--- src/logic/flag_consts.svh ---
`ifndef FLAG_CONSTS_SVH
`define FLAG_CONSTS_SVH

// ****************************************
// Time base
// ****************************************
`define CLK_PERIOD_NS 10
`define NS_PER_MS 1000000
`define MS_PER_SEC 1000

// ****************************************
// Pulse flag half periods
// ****************************************
`define FAST_HALF_MS 5
`define TENTH_HALF_MS 50
`define SECOND_HALF_MS 500
`define MINUTE_HALF_SEC 30

// ****************************************
// Widths and reset values
// ****************************************
`define HALF_CNT_W 15
`define SCAN_TIME_W 16
`define PRESCALE_W 17
`define RTC_FAULT_RST 1'b0
`define OUTPUTS_OFF_RST 1'b0

`endif

--- src/logic/flag_pkg.sv ---
package flag_pkg;

  typedef enum logic [0:0] {
    SCAN_BUSY,
    SCAN_HOLD
  } scan_state_type;

endpackage

--- src/logic/pulse_time_base.sv ---
`timescale 1ns/1ps
`include "flag_consts.svh"

module pulse_time_base
  import flag_pkg::*;
#(
  parameter int unsigned MS_CYCLES = `NS_PER_MS / `CLK_PERIOD_NS
)
(
  input wire logic core_clk,
  input wire logic srst,
  output logic ms_tick,
  output logic flag_10ms,
  output logic flag_100ms,
  output logic flag_1s,
  output logic flag_1min
);

  localparam logic [`PRESCALE_W-1:0] PRE_LAST = `PRESCALE_W'(MS_CYCLES - 1);
  localparam logic [`HALF_CNT_W-1:0] FAST_LAST = `HALF_CNT_W'(`FAST_HALF_MS - 1);
  localparam logic [`HALF_CNT_W-1:0] TENTH_LAST = `HALF_CNT_W'(`TENTH_HALF_MS - 1);
  localparam logic [`HALF_CNT_W-1:0] SECOND_LAST = `HALF_CNT_W'(`SECOND_HALF_MS - 1);
  localparam logic [`HALF_CNT_W-1:0] MINUTE_LAST =
    `HALF_CNT_W'(`MINUTE_HALF_SEC * `MS_PER_SEC - 1);

  logic [`PRESCALE_W-1:0] pre_reg, pre_next;
  logic [`HALF_CNT_W-1:0] fast_cnt_reg, fast_cnt_next;
  logic [`HALF_CNT_W-1:0] tenth_cnt_reg, tenth_cnt_next;
  logic [`HALF_CNT_W-1:0] second_cnt_reg, second_cnt_next;
  logic [`HALF_CNT_W-1:0] minute_cnt_reg, minute_cnt_next;
  logic [3:0] flags_reg, flags_next;
  logic tick_reg, tick_next;

  // Wraps at the half period; all share one tick so edges line up
  function automatic logic [`HALF_CNT_W-1:0] half_step(
    input logic [`HALF_CNT_W-1:0] cnt,
    input logic [`HALF_CNT_W-1:0] last,
    input logic tick
  );
    if (!tick)
      return cnt;
    return (cnt == last) ? '0 : cnt + `HALF_CNT_W'(1);
  endfunction

  always_comb
  begin
    tick_next = (pre_reg == PRE_LAST);
    pre_next = tick_next ? '0 : pre_reg + `PRESCALE_W'(1);
    fast_cnt_next = half_step(fast_cnt_reg, FAST_LAST, tick_reg);
    tenth_cnt_next = half_step(tenth_cnt_reg, TENTH_LAST, tick_reg);
    second_cnt_next = half_step(second_cnt_reg, SECOND_LAST, tick_reg);
    minute_cnt_next = half_step(minute_cnt_reg, MINUTE_LAST, tick_reg);
    flags_next = flags_reg;
    if (tick_reg)
    begin
      flags_next[0] = flags_reg[0] ^ (fast_cnt_reg == FAST_LAST);
      flags_next[1] = flags_reg[1] ^ (tenth_cnt_reg == TENTH_LAST);
      flags_next[2] = flags_reg[2] ^ (second_cnt_reg == SECOND_LAST);
      flags_next[3] = flags_reg[3] ^ (minute_cnt_reg == MINUTE_LAST);
    end
  end

  always_ff @(posedge core_clk)
  begin
    if (srst)
    begin
      pre_reg <= '0;
      tick_reg <= 1'b0;
      fast_cnt_reg <= '0;
      tenth_cnt_reg <= '0;
      second_cnt_reg <= '0;
      minute_cnt_reg <= '0;
      flags_reg <= 4'h0;
    end
    else
    begin
      pre_reg <= pre_next;
      tick_reg <= tick_next;
      fast_cnt_reg <= fast_cnt_next;
      tenth_cnt_reg <= tenth_cnt_next;
      second_cnt_reg <= second_cnt_next;
      minute_cnt_reg <= minute_cnt_next;
      flags_reg <= flags_next;
    end
  end

  assign ms_tick = tick_reg;
  assign flag_10ms = flags_reg[0];
  assign flag_100ms = flags_reg[1];
  assign flag_1s = flags_reg[2];
  assign flag_1min = flags_reg[3];
endmodule

--- src/logic/special_flag_logic.sv ---
// Notes on behaviour
// Fast pulse flag: 10 ms period, 5 ms high, 5 ms low, forever.
// Tenth-second flag: 100 ms period, 50 ms low then 50 ms high.
// One-second flag: 1 s period, 500 ms high, 500 ms low.
// One-minute flag: 1 min period, 30 s high, 30 s low.
// Clock-halt request stops the real-time clock and allows preset of its time.
// Display-freeze request stops updating the shown clock reading.
// Clock-present flag is always high.
// Clock-fault flag goes high while the real-time clock reports an error.
// Retained clear zeroes timer, counter, data and special data values.
// Memory-keep set at RUN to STOP preserves image and data memory.
// Output-kill forces every external output contact off.
// Fixed-scan waits until scan_time_register has elapsed before next pass.
// Parameter-setting flag marks link parameter configuration.
// Clear and output-disable requests act only at end of scan.
// Volatile clear wipes on/off image of outputs, relays, timers, counters.
// All four pulse flags come from one shared time base.
`timescale 1ns/1ps
`include "flag_consts.svh"

module special_flag_logic
  import flag_pkg::*;
#(
  parameter int unsigned MS_CYCLES = `NS_PER_MS / `CLK_PERIOD_NS
)
(
  input wire logic core_clk,
  input wire logic srst,
  input wire logic run_mode,
  input wire logic end_of_scan,
  input wire logic rtc_halt_req,
  input wire logic rtc_freeze_req,
  input wire logic rtc_fault_pin,
  input wire logic volatile_clear_req,
  input wire logic retained_clear_req,
  input wire logic memory_keep_req,
  input wire logic output_kill_req,
  input wire logic fixed_scan_req,
  input wire logic [`SCAN_TIME_W-1:0] scan_time_register,
  input wire logic param_set_req,
  output logic flag_10ms,
  output logic flag_100ms,
  output logic flag_1s,
  output logic flag_1min,
  output logic rtc_run,
  output logic rtc_preset_en,
  output logic rtc_display_update,
  output logic rtc_present,
  output logic rtc_fault_flag,
  output logic volatile_clear_pulse,
  output logic retained_clear_pulse,
  output logic stop_clear_pulse,
  output logic outputs_off,
  output logic link_param_mode,
  output logic scan_start
);

  logic ms_tick;

  // ****************************************
  // Pulse flags
  // ****************************************
  pulse_time_base #(
    .MS_CYCLES(MS_CYCLES)
  ) u_time_base (
    .core_clk(core_clk),
    .srst(srst),
    .ms_tick(ms_tick),
    .flag_10ms(flag_10ms),
    .flag_100ms(flag_100ms),
    .flag_1s(flag_1s),
    .flag_1min(flag_1min)
  );

  // ****************************************
  // Real-time clock control and status
  // ****************************************
  logic fault_s1_reg, fault_s2_reg, fault_s3_reg;
  logic fault_reg, fault_next;
  logic rtc_run_reg, rtc_run_next;
  logic preset_reg, preset_next;
  logic display_reg, display_next;
  logic param_reg, param_next;

  always_comb
  begin
    // Third stage only trusted once the last two stages agree
    fault_next = (fault_s2_reg == fault_s3_reg) ? fault_s3_reg : fault_reg;
    rtc_run_next = !rtc_halt_req;
    preset_next = rtc_halt_req;
    display_next = !rtc_freeze_req;
    param_next = param_set_req;
  end

  always_ff @(posedge core_clk)
  begin
    if (srst)
    begin
      fault_s1_reg <= `RTC_FAULT_RST;
      fault_s2_reg <= `RTC_FAULT_RST;
      fault_s3_reg <= `RTC_FAULT_RST;
      fault_reg <= `RTC_FAULT_RST;
      rtc_run_reg <= 1'b1;
      preset_reg <= 1'b0;
      display_reg <= 1'b1;
      param_reg <= 1'b0;
    end
    else
    begin
      fault_s1_reg <= rtc_fault_pin;
      fault_s2_reg <= fault_s1_reg;
      fault_s3_reg <= fault_s2_reg;
      fault_reg <= fault_next;
      rtc_run_reg <= rtc_run_next;
      preset_reg <= preset_next;
      display_reg <= display_next;
      param_reg <= param_next;
    end
  end

  assign rtc_run = rtc_run_reg;
  assign rtc_preset_en = preset_reg;
  assign rtc_display_update = display_reg;
  assign rtc_fault_flag = fault_reg;
  assign link_param_mode = param_reg;
  assign rtc_present = 1'b1;

  // ****************************************
  // End-of-scan actions and memory control
  // ****************************************
  logic vclear_reg, vclear_next;
  logic rclear_reg, rclear_next;
  logic stop_clear_reg, stop_clear_next;
  logic off_reg, off_next;
  logic run_prev_reg, run_prev_next;
  logic run_to_stop;

  always_comb
  begin
    run_prev_next = run_mode;
    run_to_stop = run_prev_reg && !run_mode;
    // Requests are sampled only at the scan boundary so a program that
    // toggles a flag mid-scan cannot tear its own outputs
    vclear_next = end_of_scan && volatile_clear_req;
    rclear_next = end_of_scan && retained_clear_req;
    off_next = end_of_scan ? output_kill_req : off_reg;
    // Without the keep flag, leaving RUN wipes image and data memory
    stop_clear_next = run_to_stop && !memory_keep_req;
  end

  always_ff @(posedge core_clk)
  begin
    if (srst)
    begin
      vclear_reg <= 1'b0;
      rclear_reg <= 1'b0;
      stop_clear_reg <= 1'b0;
      off_reg <= `OUTPUTS_OFF_RST;
      run_prev_reg <= 1'b0;
    end
    else
    begin
      vclear_reg <= vclear_next;
      rclear_reg <= rclear_next;
      stop_clear_reg <= stop_clear_next;
      off_reg <= off_next;
      run_prev_reg <= run_prev_next;
    end
  end

  assign volatile_clear_pulse = vclear_reg;
  assign retained_clear_pulse = rclear_reg;
  assign stop_clear_pulse = stop_clear_reg;
  assign outputs_off = off_reg;

  // ****************************************
  // Constant scan timing
  // ****************************************
  scan_state_type state_reg, state_next;
  logic [`SCAN_TIME_W-1:0] elapsed_reg, elapsed_next;
  logic start_reg, start_next;
  logic time_met;

  always_comb
  begin
    state_next = state_reg;
    start_next = 1'b0;
    time_met = (elapsed_reg >= scan_time_register);
    elapsed_next = elapsed_reg;
    // Saturates so a very long scan never wraps back under the target
    if (ms_tick && elapsed_reg != '1)
      elapsed_next = elapsed_reg + `SCAN_TIME_W'(1);
    case (state_reg)
      SCAN_BUSY:
      begin
        if (end_of_scan)
        begin
          if (fixed_scan_req && !time_met)
            state_next = SCAN_HOLD;
          else
            start_next = 1'b1;
        end
      end
      SCAN_HOLD:
      begin
        if (time_met || !fixed_scan_req)
        begin
          start_next = 1'b1;
          state_next = SCAN_BUSY;
        end
      end
      default:
      begin
        state_next = SCAN_BUSY;
      end
    endcase
    if (start_next)
      elapsed_next = '0;
  end

  always_ff @(posedge core_clk)
  begin
    if (srst)
    begin
      state_reg <= SCAN_BUSY;
      elapsed_reg <= '0;
      start_reg <= 1'b0;
    end
    else
    begin
      state_reg <= state_next;
      elapsed_reg <= elapsed_next;
      start_reg <= start_next;
    end
  end

  assign scan_start = start_reg;
endmodule

--- config.mk ---
export PLATFORM = sky130hd
export DESIGN_NAME = special_flag_logic
export DESIGN_NICKNAME = d
export VERILOG_FILES = /design/src/logic/flag_pkg.sv /design/src/logic/pulse_time_base.sv /design/src/logic/special_flag_logic.sv
export VERILOG_INCLUDE_DIRS = /design/src /design/src/logic
export SDC_FILE = /design/constraint.sdc
export NUM_CORES = 1
export LEC_CHECK = 0
export BUFFER_PORTS_ARGS = -buffer_cell sky130_fd_sc_hd__buf_2
export CAP_MARGIN = 20
export CORE_ASPECT_RATIO = 0.7
export CORE_MARGIN = 2
export CORE_UTILIZATION = 35
export CTS_CLUSTER_DIAMETER = 30
export DETAILED_ROUTE_END_ITERATION = 12
export GPL_TIMING_DRIVEN = 0
export HOLD_SLACK_MARGIN = 0.06
export SETUP_SLACK_MARGIN = 0.5
export SLEW_MARGIN = 30
export SYNTH_ARGS = -nofsm -noshare
export SYNTH_HDL_FRONTEND = slang
export SYNTH_SLANG_ARGS = --single-unit
--- constraint.sdc ---
create_clock -name core_clk -period 6 [get_ports core_clk]
set_input_delay 0.6 -clock core_clk [delete_from_list [all_inputs] [get_ports core_clk]]
set_output_delay 0.6 -clock core_clk [all_outputs]
set_load 0.005 [all_outputs]
==> results of run 1 <==
[report_power, final]
part           internal, µW  leakage, µW  switching [µW]
logic                  22.0      0.00128            28.4
clock network           655     0.000288             342
registers               757     0.000913            2.28
[worst reg2reg max path, cell delays in order (launching register included)]
cell                       delay (ns)
sky130_fd_sc_hd__dfxtp_1         0.34
sky130_fd_sc_hd__ha_1            0.31
sky130_fd_sc_hd__and4_1          0.29
sky130_fd_sc_hd__o211ai_1        0.12
sky130_fd_sc_hd__or4_4           0.47
sky130_fd_sc_hd__a31oi_4         0.32
sky130_fd_sc_hd__buf_4           0.24
sky130_fd_sc_hd__nor2_1          0.06
[cell usage after synthesis, drive strengths merged (12+ instances only)]
| master | number | area, µm² |
|---|---|---|
| nor2 | 117 | 442 |
| dfxtp | 113 | 2260 |
| xor2 | 61 | 534 |
| nand2 | 38 | 143 |
| nand4 | 35 | 225 |
| inv | 28 | 105 |
| xnor2 | 25 | 219 |
| ha | 24 | 300 |
| nand3 | 22 | 110 |
| and3 | 14 | 88.8 |
| nor3 | 12 | 60.1 |
[through the flow]
stage / std cells / cell area, µm²
2_1_floorplan: 585 / 5160
3_3_place_gp: 821 / 5610
3_5_place_dp: 821 / 5610
4_1_cts: 851 / 6190
5_1_grt: 851 / 6190
6_report: 851 / 6190
[routing by layer]
metal	global-route usage [%]	up-vias	routed length (µm)
li1	-	2094	-
met1	20.4	1978	5600
met2	22.1	77	4590
met3	4.33	14	469
met4	4.56	0	129
met5	0	-	0
[worst paths after layout]
kind | slack (ns) | startpoint | end | depth (start not counted)
setup reg to reg | 3.74 | elapsed_reg[13] | elapsed_reg[8] | 7
setup / recovery | 3.74 | elapsed_reg[13] | elapsed_reg[8] | 7
hold / removal | 0.35 | memory_keep_req | stop_clear_pulse | 2
hold reg to reg | 0.43 | fault_s1_reg | fault_s2_reg | 1
[cells by family after synthesis]
group | after synthesis
AO/OA/AOI/OAI | 25
other | 1
buffers and inverters | 45
XOR/XNOR | 86
adder cells (fa/ha/maj) | 24
AND/OR/NAND/NOR | 286
multiplexers | 5
flip-flops | 113
[cell type report]
| class | instances | area [µm²] | share of cell area, % |
|---|---|---|---|
| multi-input combinational | 427 | 2700 | 43.6 |
| sequential | 113 | 2260 | 36.5 |
| clock buffer | 19 | 443 | 7.15 |
| tap | 195 | 244 | 3.94 |
| timing repair buffer | 41 | 205 | 3.31 |
| clock inverter | 11 | 140 | 2.26 |
| inverter | 28 | 105 | 1.70 |
| buffer | 17 | 95.1 | 1.54 |
==> results_tabular.tex, run 1 <==
\begin{tabular}{lr}
\hline
Metric & Value \\
\hline
\multicolumn{2}{l}{\textbf{Status}} \\
\quad Run status & complete, no violations \\
\multicolumn{2}{l}{\textbf{Cells and area}} \\
\quad Area growth, synth to finish & 20.0\% \\
\quad Flip-flop count of the largest register, all copies and words added & 17 \\
\quad Total inserted antenna cells & 0 \\
\quad Number of nets in the layout & 698 \\
\quad Fraction of final layout cells with drive strength greater than 1 & approximately an eighth \\
\quad Leading cell types in the layout, fill and taps excluded & 116 x sky130\_fd\_sc\_hd\_\_nor2\_1, 113 x sky130\_fd\_sc\_hd\_\_dfxtp\_1, 61 x sky130\_fd\_sc\_hd\_\_xor2\_1 \\
\quad Most common library cell in the layout ignoring fill and taps & sky130\_fd\_sc\_hd\_\_nor2\_1 \\
\quad Layout filler cell count & 1454 \\
\quad Utilization after layout & 42.6\% \\
\multicolumn{2}{l}{\textbf{Drt}} \\
\quad Drc violations & 0 \\
\quad Detailed-route via count & 4163 \\
\quad Number of DRC markers after the initial detailed-route iteration & 242 \\
\quad Total iterations of the first detailed-routing run & 4 \\
\quad Routed length per placed instance & 12.7 µm \\
\quad Routed Antenna Nets & 0 \\
\quad Overall routed net length & 10.8 mm \\
\quad Post-DR vias/cell & 4.89 \\
\multicolumn{2}{l}{\textbf{Logic synthesis}} \\
\quad Area of the mapped netlist & 5160 µm² \\
\quad Mapped Cells & slightly below 600 \\
\quad Synthesized-area fraction occupied by ao, oa, aoi and oai cells & 3.35\% \\
\quad Number of enable flip-flop cells after synthesis & 0 \\
\quad Part of the Yosys area used for sequential elements & a little over two fifths \\
\quad Fraction of the mapped netlist area in adder cells & 5.82\% \\
\quad Total nets after synthesis & 638 \\
\quad Average instance area after synthesis & approximately 9 µm² \\
\quad Parity-gate share of the synthesized area counting xor and xnor cells & 14.6\% \\
\quad Count of warnings emitted by yosys & 0 \\
\quad Multiplexer fraction of the synthesized cell area & 0.970\% \\
\quad Fraction of synthesis flops using an asynchronous set or reset pin & 0\% \\
\quad Simple logic cell fraction of the synthesized area & 27.5\% \\
\quad Register bit count reported by yosys & 113 \\
\quad Combinational family with the most area after synthesis & simple AND/OR/NAND/NOR gates \\
\quad Synth unique cells & 45 \\
\quad Ys flop type & sky130\_fd\_sc\_hd\_\_dfxtp\_1 \\
\multicolumn{2}{l}{\textbf{Setup path}} \\
\quad Crit path cell chain & ha\_1, and4\_1, o211ai\_1, or4\_4, a31oi\_4, buf\_4, nor2\_1 \\
\quad Slowest library cell on the worst path & sky130\_fd\_sc\_hd\_\_or4\_4 \\
\quad CP Data Required Time & 6.29 ns \\
\quad Kind of cell with the highest combined delay on the critical path & simple AND/OR/NAND/NOR gates \\
\quad Arrival @ worst endpoint & 2.56 ns \\
\quad Category of the worst setup path capture point & flop \\
\quad Critical setup path kind & reg -> reg \\
\quad Critical path buffer and inverter count & 1 \\
\quad CP max stage delay & 0.47 ns \\
\quad Highest net fanout along the worst path & 10 \\
\quad Launching element type of the critical path & flop \\
\multicolumn{2}{l}{\textbf{Global route}} \\
\quad First-pass GRT wire length & 18.6 mm \\
\quad Total gr overflow & 0 \\
\quad Global Route Usage Sum & 14.7\% \\
\quad Antenna violations before repair & 0 \\
\quad Maximum number of pins on one net before global-route repair & 17 \\
\quad Number of global-route vias before repair & approximately 4k \\
\multicolumn{2}{l}{\textbf{Timing}} \\
\quad Timing-limited maximum frequency & 442 MHz \\
\quad Final Worst Setup Slack & approximately 3.7 ns \\
\quad Worst slack on hold paths & roughly 0.35 ns \\
\quad Final Hold Vio Count & 0 \\
\quad Slew HR & 46.0\% \\
\quad Tightest Pin Transition & 0.810 ns \\
\quad Final count of pins violating max slew & 0 \\
\quad Largest clock skew in the final design & 0.0105 ns \\
\quad Setup repair after global routing missed its margin & false \\
\quad Minimum period implied by the final worst setup slack & $\sim$2.3 ns \\
\quad Period utilization & about 38\% \\
\quad Final TNS setup & 0 ns \\
\quad Final setup violating endpoints & 0 \\
\multicolumn{2}{l}{\textbf{CTS}} \\
\quad Setup repair bufs after CTS & 0 \\
\quad Master cell of the clock root buffer & sky130\_fd\_sc\_hd\_\_clkbuf\_16 \\
\quad Cts bufs inserted & 17 \\
\quad Clock slew at the register clock pins of the worst setup and hold paths & 0.05 ns \\
\quad H-tree Lvls & 4 \\
\quad Clk\_lat worst skew & a little over 0.4 ns \\
\quad Number of cells upsized or downsized after cts & 0 \\
\quad TritonCTS clock tree & done \\
\quad TritonCTS Sinks & $\sim$110 \\
\quad Post-cts hold buffer count & 0 \\
\quad Deepest clock path buffer count & 2 \\
\multicolumn{2}{l}{\textbf{Floorplan}} \\
\quad Die span in y & about 110 µm \\
\quad Std-Cell Core Area & 14500 µm² \\
\quad Area of the die & 15700 µm² \\
\quad Row count & 37 \\
\quad Initial standard-cell utilization of the core & 35.5\% \\
\quad Ports placed on the boundary & 44 \\
\quad Horizontal die dimension & 149 µm \\
\multicolumn{2}{l}{\textbf{Pwr}} \\
\quad PwrDens & 292 nW/µm² \\
\quad Total Power Consumption & between 1500 and 2000 µW \\
\quad Leak pwr & 0.00248 µW \\
\quad VDD IR max & between 0.00015 and 0.0002 V \\
\multicolumn{2}{l}{\textbf{Place}} \\
\quad Post-placement setup slack & $\sim$3.4 ns \\
\quad Routability cong. & 0.814 \\
\quad Final HPWL DP & between 7 and 8 mm \\
\quad Port Buf Inserts & 41 \\
\multicolumn{2}{l}{\textbf{Hold path}} \\
\quad Min-Delay Path Class & in -> reg \\
\multicolumn{2}{l}{\textbf{Run}} \\
\quad Number of violations of the max-capacitance limit & 0 \\
\hline
\end{tabular}
Power figures use the tool's default switching activity.
==> inputs of run 2 (changes only) <==
==> constraint.sdc (replaced) <==
create_clock -name core_clk -period 2.3 [get_ports core_clk]
set_input_delay 0.23 -clock core_clk [delete_from_list [all_inputs] [get_ports core_clk]]
set_output_delay 0.23 -clock core_clk [all_outputs]
set_load 0.005 [all_outputs]
==> run 2 against run 1 <==
Net effect:
- fmax rose by 12%
- clock skew fell by 0.0014 ns
- global-route usage increased by 0.72 points
- highest routed layer unchanged
- utilization rose by 2.8 points
- via count increased by 0.67%
- sequential power grew to 2.6 times the previous value
- first-iteration DRC count down 19%
- die area stayed put
- worst setup slack got worse by 3.4 ns
- cell area is 6.5% higher
- sequential cell count stayed put
==> results_tabular.tex, run 2 (synthesis results as in run 1) <==
\begin{tabular}{lr}
\hline
Metric & Value \\
\hline
\multicolumn{2}{l}{\textbf{Timing}} \\
\quad Setup repair after global routing missed its margin & true \\
\quad Timing-limited maximum frequency & 497 MHz (+12\%) \\
\quad Worst slack on hold paths & 0.0740 ns (-0.273 ns) \\
\quad Largest clock skew in the final design & 0.00913 ns (-0.00140 ns) \\
\quad Final Hold Vio Count & 0 (unchanged) \\
\quad Final Worst Setup Slack & 0.287 ns (-3.45 ns) \\
\quad Final TNS setup & 0 ns (unchanged) \\
\quad Minimum period implied by the final worst setup slack & 2.01 ns (-0.251 ns) \\
\quad Final count of pins violating max slew & 0 (unchanged) \\
\quad Period utilization & 87.5\% (+50 points) \\
\quad Tightest Pin Transition & 0.815 ns (+0.00502 ns) \\
\quad Slew HR & 45.6\% (-0.34 points) \\
\quad Final setup violating endpoints & 0 (unchanged) \\
\multicolumn{2}{l}{\textbf{CTS}} \\
\quad Clk\_lat worst skew & 0.41 ns (about the same) \\
\quad TritonCTS Sinks & 113 (unchanged) \\
\quad TritonCTS clock tree & done \\
\quad Deepest clock path buffer count & 2 (unchanged) \\
\quad Clock slew at the register clock pins of the worst setup and hold paths & 0.06 ns (about the same) \\
\quad H-tree Lvls & 4 (unchanged) \\
\quad Cts bufs inserted & 17 (unchanged) \\
\quad Master cell of the clock root buffer & sky130\_fd\_sc\_hd\_\_clkbuf\_16 \\
\multicolumn{2}{l}{\textbf{Setup path}} \\
\quad Category of the worst setup path capture point & flop \\
\quad Arrival @ worst endpoint & 2.28 ns (-0.28 ns) \\
\quad Launching element type of the critical path & flop \\
\quad Highest net fanout along the worst path & 5 (-5) \\
\quad Critical setup path kind & reg -> reg \\
\quad CP Data Required Time & 2.57 ns (-3.72 ns) \\
\multicolumn{2}{l}{\textbf{Place}} \\
\quad Port Buf Inserts & 41 (unchanged) \\
\quad Routability cong. & 0.802 (-1.5\%) \\
\quad Final HPWL DP & 7.85 mm (+2.7\%) \\
\quad Post-placement setup slack & 0.212 ns (-3.18 ns) \\
\multicolumn{2}{l}{\textbf{Cells and area}} \\
\quad Area growth, synth to finish & 27.8\% \\
\quad Leading cell types in the layout, fill and taps excluded & 113 x sky130\_fd\_sc\_hd\_\_nor2\_1, 95 x sky130\_fd\_sc\_hd\_\_dfxtp\_1, 60 x sky130\_fd\_sc\_hd\_\_xor2\_1 \\
\quad Number of nets in the layout & 718 (+2.9\%) \\
\quad Total inserted antenna cells & 0 (unchanged) \\
\quad Flip-flop count of the largest register, all copies and words added & 17 (unchanged) \\
\quad Fraction of final layout cells with drive strength greater than 1 & 22.1\% (+8.9 points) \\
\quad Area of the multi-input gates & 2870 µm² (+6.3\%) \\
\quad Register area & 2300 µm² (+1.5\%) \\
\quad Utilization after layout & 45.4\% (+2.8 points) \\
\quad Layout filler cell count & 1398 (-3.9\%) \\
\quad Most common library cell in the layout ignoring fill and taps & sky130\_fd\_sc\_hd\_\_nor2\_1 \\
\multicolumn{2}{l}{\textbf{Floorplan}} \\
\quad Std-Cell Core Area & 14500 µm² (unchanged) \\
\quad Ports placed on the boundary & 44 (unchanged) \\
\quad Row count & 37 (unchanged) \\
\quad Initial standard-cell utilization of the core & 35.5\% (unchanged) \\
\quad Horizontal die dimension & 149 µm (unchanged) \\
\quad Die span in y & 106 µm (unchanged) \\
\quad Area of the die & 15700 µm² (unchanged) \\
\multicolumn{2}{l}{\textbf{Global route}} \\
\quad Antenna violations before repair & 0 (unchanged) \\
\quad Number of global-route vias before repair & 4245 (+6.8\%) \\
\quad First-pass GRT wire length & 19.4 mm (+4.1\%) \\
\quad Maximum number of pins on one net before global-route repair & 17 (unchanged) \\
\quad Total gr overflow & 0 (unchanged) \\
\quad Global Route Usage Sum & 15.5\% (+0.72 points) \\
\multicolumn{2}{l}{\textbf{Drt}} \\
\quad Detailed-route via count & 4191 (+0.67\%) \\
\quad Total iterations of the first detailed-routing run & 4 (unchanged) \\
\quad Routed length per placed instance & 12.9 µm (+1.7\%) \\
\quad Post-DR vias/cell & 4.80 (-1.9\%) \\
\quad Number of DRC markers after the initial detailed-route iteration & 196 (-19\%) \\
\quad Routed Antenna Nets & 0 (unchanged) \\
\quad Overall routed net length & 11.3 mm (+4.4\%) \\
\quad Drc violations & 0 (unchanged) \\
\multicolumn{2}{l}{\textbf{Run}} \\
\quad Number of violations of the max-capacitance limit & 0 (unchanged) \\
\multicolumn{2}{l}{\textbf{Pwr}} \\
\quad PwrDens & 699 nW/µm² (+140\%) \\
\quad Total Power Consumption & 4610 µW (+160\%) \\
\quad Leak pwr & 0.00259 µW (+4.6\%) \\
\quad VDD IR max & 0.000445 V (+170\%) \\
\multicolumn{2}{l}{\textbf{Hold path}} \\
\quad Min-Delay Path Class & in -> reg \\
\multicolumn{2}{l}{\textbf{Status}} \\
\quad Run status & complete, no violations \\
\hline
\end{tabular}
[run 2: changes by cell type in the layout (fill, tap and decap cells not counted), moves of 4 or more]
cell | previous run | this run
sky130_fd_sc_hd__dfxtp_1 | 113 | 95
sky130_fd_sc_hd__dfxtp_2 | 0 | 13
sky130_fd_sc_hd__buf_4 | 2 | 12
sky130_fd_sc_hd__dlygate4sd3_1 | 0 | 6
sky130_fd_sc_hd__ha_1 | 24 | 18
sky130_fd_sc_hd__clkbuf_1 | 9 | 4
sky130_fd_sc_hd__clkinvlp_4 | 1 | 6
sky130_fd_sc_hd__dfxtp_4 | 0 | 5
sky130_fd_sc_hd__ha_4 | 0 | 5
sky130_fd_sc_hd__buf_6 | 1 | 5
sky130_fd_sc_hd__clkbuf_2 | 0 | 4
[run 2: area by class of cell]
| cell class | instances | area share [%] |
|---|---|---|
| multi-input combinational | 427 | 43.5 |
| sequential | 113 | 34.8 |
| clock buffer | 17 | 6.45 |
| timing repair buffer | 61 | 6.05 |
| tap | 195 | 3.70 |
| clock inverter | 15 | 2.09 |
| buffer | 17 | 1.77 |
| inverter | 28 | 1.59 |
[run 2: report_power, final]
group	leakage (µW)	total, µW	switching, µW	internal, µW
sequential	0.000924	1970	6.10	1970
clock	0.000258	2460	975	1490
combinational	0.00141	172	86.0	86.4
total	0.00259	4610	1070	3540
[run 2: timing repair]
| item | 4_1_cts | 5_1_grt |
|---|---|---|
| endpoints found under the hold margin | 5 | 0 |
| cloned | 1 | 0 |
| resized for setup | 25 | 32 |
| setup buffers | 7 | 6 |
| hold buffers | 6 | 0 |
| pin swaps | 11 | 10 |
| endpoints found under the setup margin | 70 | 87 |
[run 2: layer usage]
layer	GRT usage, %	share of wire, %
met5	0	0
met1	20.6	49
met2	23.5	44
met3	4.16	5.3
met4	6.80	0.91
[run 2: path summary, 6_finish.rpt]
check | startpoint | slack [ns] | cells past startpoint | to
max reg2reg | elapsed_reg[14] | 0.29 | 7 | elapsed_reg[5]
min | output_kill_req | 0.07 | 3 | outputs_off
min reg2reg | u_time_base.pre_reg[0] | 0.44 | 1 | u_time_base.pre_reg[0]
max | elapsed_reg[14] | 0.29 | 7 | elapsed_reg[5]
[run 2: worst max-delay path: stages, from the launching register on]
cell and delay (ns):
sky130_fd_sc_hd__dfxtp_4 0.36, sky130_fd_sc_hd__ha_4 0.26, sky130_fd_sc_hd__and4_4 0.25, sky130_fd_sc_hd__o211ai_1 0.09
sky130_fd_sc_hd__or4_4 0.46, sky130_fd_sc_hd__a31oi_4 0.26, sky130_fd_sc_hd__buf_12 0.15, sky130_fd_sc_hd__a211oi_2 0.04
[run 2: through the flow]
stage | cell area [µm²] | std cells
global route | 6590 | 873
floorplan | 5210 | 585
global placement | 5660 | 821
detailed placement | 5660 | 821
finish | 6590 | 873
CTS | 6450 | 867
==> inputs of run 3 (changes only) <==
--- a/config.mk
+++ b/config.mk
@@ -13,7 +13,7 @@
 export CORE_UTILIZATION = 35
 export CTS_CLUSTER_DIAMETER = 30
 export DETAILED_ROUTE_END_ITERATION = 12
-export GPL_TIMING_DRIVEN = 0
+export GPL_TIMING_DRIVEN = 1
 export HOLD_SLACK_MARGIN = 0.06
 export SETUP_SLACK_MARGIN = 0.5
 export SLEW_MARGIN = 30
==> run 3 against run 2 <==
Net effect:
- sequential share of layout area shrank 0.25 points
- non-clock buffer count shrank 20
- count of clock-buffer cells in the layout is 5 higher
==> results_tabular.tex, run 3 (synthesis results as in run 1) <==
\begin{tabular}{lr}
\hline
Metric & Value \\
\hline
\multicolumn{2}{l}{\textbf{Status}} \\
\quad Run status & complete, no violations \\
\multicolumn{2}{l}{\textbf{Timing}} \\
\quad Tightest Pin Transition & 0.562 ns (-0.253 ns) \\
\quad Slew HR & 62.4\% (+17 points) \\
\quad Largest clock skew in the final design & 0.0108 ns (+0.00167 ns) \\
\quad Setup repair after global routing missed its margin & true \\
\quad Final TNS setup & 0 ns (unchanged) \\
\quad Final setup violating endpoints & 0 (unchanged) \\
\quad Period utilization & 86.9\% (-0.62 points) \\
\quad Final count of pins violating max slew & 0 (unchanged) \\
\quad Final Hold Vio Count & 0 (unchanged) \\
\quad Timing-limited maximum frequency & 500 MHz (+0.72\%) \\
\quad Worst slack on hold paths & 0.0832 ns (+0.00922 ns) \\
\quad Minimum period implied by the final worst setup slack & 2.00 ns (-0.0143 ns) \\
\multicolumn{2}{l}{\textbf{Floorplan}} \\
\quad Row count & 37 (unchanged) \\
\quad Ports placed on the boundary & 44 (unchanged) \\
\quad Initial standard-cell utilization of the core & 35.5\% (unchanged) \\
\quad Horizontal die dimension & 149 µm (unchanged) \\
\quad Std-Cell Core Area & 14500 µm² (unchanged) \\
\quad Area of the die & 15700 µm² (unchanged) \\
\quad Die span in y & 106 µm (unchanged) \\
\multicolumn{2}{l}{\textbf{Setup path}} \\
\quad Length in cells of the worst reg-to-reg path & 7 (unchanged) \\
\quad Launch point of the worst path & elapsed\_reg[15] \\
\quad Launching element type of the critical path & flop \\
\quad Endpoint of the most critical setup path & elapsed\_reg[3] \\
\quad Destination of the worst register-to-register timing path & elapsed\_reg[3] \\
\quad Highest net fanout along the worst path & 8 (+3) \\
\quad Crit path cell chain & ha\_4, and4\_4, o211ai\_1, or4\_4, a31oi\_4, clkbuf\_16, nor2\_1 \\
\quad Critical setup path kind & reg -> reg \\
\quad Worst R2R Setup Slack & 0.30 ns (about the same) \\
\quad Arrival @ worst endpoint & 2.29 ns (about the same) \\
\quad Critical R2R Launch & elapsed\_reg[15] \\
\quad CP Data Required Time & 2.59 ns (+0.02 ns) \\
\quad Category of the worst setup path capture point & flop \\
\quad CP max stage delay & 0.45 ns (about the same) \\
\quad Slowest library cell on the worst path & sky130\_fd\_sc\_hd\_\_or4\_4 \\
\multicolumn{2}{l}{\textbf{Pwr}} \\
\quad Total Power Consumption & 5120 µW (+11\%) \\
\quad Leak pwr & 0.00261 µW (+0.41\%) \\
\quad PwrDens & 779 nW/µm² (+11\%) \\
\quad VDD IR max & 0.000422 V (-5.1\%) \\
\multicolumn{2}{l}{\textbf{Cells and area}} \\
\quad Leading cell types in the layout, fill and taps excluded & 113 x sky130\_fd\_sc\_hd\_\_nor2\_1, 107 x sky130\_fd\_sc\_hd\_\_dfxtp\_1, 61 x sky130\_fd\_sc\_hd\_\_xor2\_1 \\
\quad Layout filler cell count & 1378 (-1.4\%) \\
\quad Area of the multi-input gates & 2880 µm² (+0.57\%) \\
\quad Fraction of final layout cells with drive strength greater than 1 & 18.5\% (-3.6 points) \\
\quad Area growth, synth to finish & 27.3\% \\
\quad Utilization after layout & 45.2\% (-0.16 points) \\
\quad Total inserted antenna cells & 0 (unchanged) \\
\quad Number of nets in the layout & 700 (-2.5\%) \\
\quad Flip-flop count of the largest register, all copies and words added & 17 (unchanged) \\
\quad Most common library cell in the layout ignoring fill and taps & sky130\_fd\_sc\_hd\_\_nor2\_1 \\
\quad Register area & 2270 µm² (-1.1\%) \\
\multicolumn{2}{l}{\textbf{Drt}} \\
\quad Number of DRC markers after the initial detailed-route iteration & 174 (-11\%) \\
\quad Total iterations of the first detailed-routing run & 6 (+2) \\
\quad Drc violations & 0 (unchanged) \\
\quad Routed Antenna Nets & 0 (unchanged) \\
\quad Post-DR vias/cell & 4.76 (-0.87\%) \\
\quad Overall routed net length & 10.4 mm (-7.7\%) \\
\quad Detailed-route via count & 4069 (-2.9\%) \\
\quad Routed length per placed instance & 12.2 µm (-5.7\%) \\
\multicolumn{2}{l}{\textbf{CTS}} \\
\quad TritonCTS clock tree & done \\
\quad TritonCTS Sinks & 113 (unchanged) \\
\quad H-tree Lvls & 4 (unchanged) \\
\quad Deepest clock path buffer count & 2 (unchanged) \\
\quad Clock slew at the register clock pins of the worst setup and hold paths & 0.05 ns (about the same) \\
\quad Clk\_lat worst skew & 0.40 ns (about the same) \\
\quad Master cell of the clock root buffer & sky130\_fd\_sc\_hd\_\_clkbuf\_16 \\
\quad Cts bufs inserted & 17 (unchanged) \\
\multicolumn{2}{l}{\textbf{Run}} \\
\quad Number of violations of the max-capacitance limit & 0 (unchanged) \\
\multicolumn{2}{l}{\textbf{Global route}} \\
\quad Number of global-route vias before repair & 3941 (-7.2\%) \\
\quad Total gr overflow & 0 (unchanged) \\
\quad Maximum number of pins on one net before global-route repair & 31 (+14) \\
\quad First-pass GRT wire length & 17.7 mm (-8.7\%) \\
\quad Antenna violations before repair & 0 (unchanged) \\
\quad Global Route Usage Sum & 14.0\% (-1.5 points) \\
\multicolumn{2}{l}{\textbf{Place}} \\
\quad Final HPWL DP & 7.15 mm (-8.9\%) \\
\quad Port Buf Inserts & 42 (+2.4\%) \\
\quad Routability cong. & 0.775 (-3.4\%) \\
\multicolumn{2}{l}{\textbf{Hold path}} \\
\quad Min-Delay Path Class & in -> reg \\
\hline
\end{tabular}
-- run 3: cell type report --
| type | instances | share of cell area, % |
|---|---|---|
| Timing Repair Buffer | 58 | 5.87 |
| Clock buffer | 22 | 7.22 |
| Sequential cell | 113 | 34.6 |
| Clock inverter | 10 | 3.10 |
| Tap cell | 195 | 3.71 |
| Inverter | 28 | 1.60 |
| Multi-Input combinational cell | 429 | 43.9 |
-- run 3: report_power, final --
| part | switching [µW] | internal (µW) | leakage [µW] |
|---|---|---|---|
| logic | 85.0 | 78.9 | 0.00135 |
| clock network | 862 | 2110 | 0.000334 |
| registers | 6.45 | 1970 | 0.000917 |
| total | 954 | 4170 | 0.00261 |
-- run 3: worst max-delay path: cells and delay by family (launching register included) --
kind | cells | cell delay (ns)
AOI/OAI and AO/OA | 2 | 0.30
adders and majority gates | 1 | 0.26
buffers and inverters | 1 | 0.20
DFF | 1 | 0.36
and+or+nand+nor | 3 | 0.76
-- run 3: worst min path at each step --
stage | end | depth (start not counted) | start | slack [ns]
after detailed placement | stop_clear_pulse | 2 | memory_keep_req | 0.41
after CTS | outputs_off | 3 | output_kill_req | 0.08
after global placement | rtc_display_update | 2 | rtc_freeze_req | 0.40
final | link_param_mode | 2 | param_set_req | 0.08
after floorplan | rtc_display_update | 1 | rtc_freeze_req | 0.30
after global routing | link_param_mode | 2 | param_set_req | 0.07
-- run 3: per-layer routing --
metal,share of wire (%),track usage [%],vias up
li1,-,-,2103
met1,52,18.9,1872
met2,42,20.5,76
met3,4.1,4.37,18
met4,2.1,6.05,0
met5,0,0,-
-- run 3: through the flow --
stage | worst slack, ns | std cells | cell area, µm²
global placement | 0.230 | 809 | 5610
detailed placement | 0.185 | 809 | 5610
CTS | 0.326 | 847 | 6380
global route | 0.227 | 855 | 6570
finish | 0.301 | 855 | 6570
floorplan | 0.449 | 585 | 5210
-- run 3: repair_timing --
action,4_1_cts,5_1_grt
endpoints found under the hold margin,4,0
pin swaps,1,10
hold buffers,5,0
buffers inserted,1,5
endpoints found under the setup margin,78,70
resized for setup,8,22
gates cloned,0,3
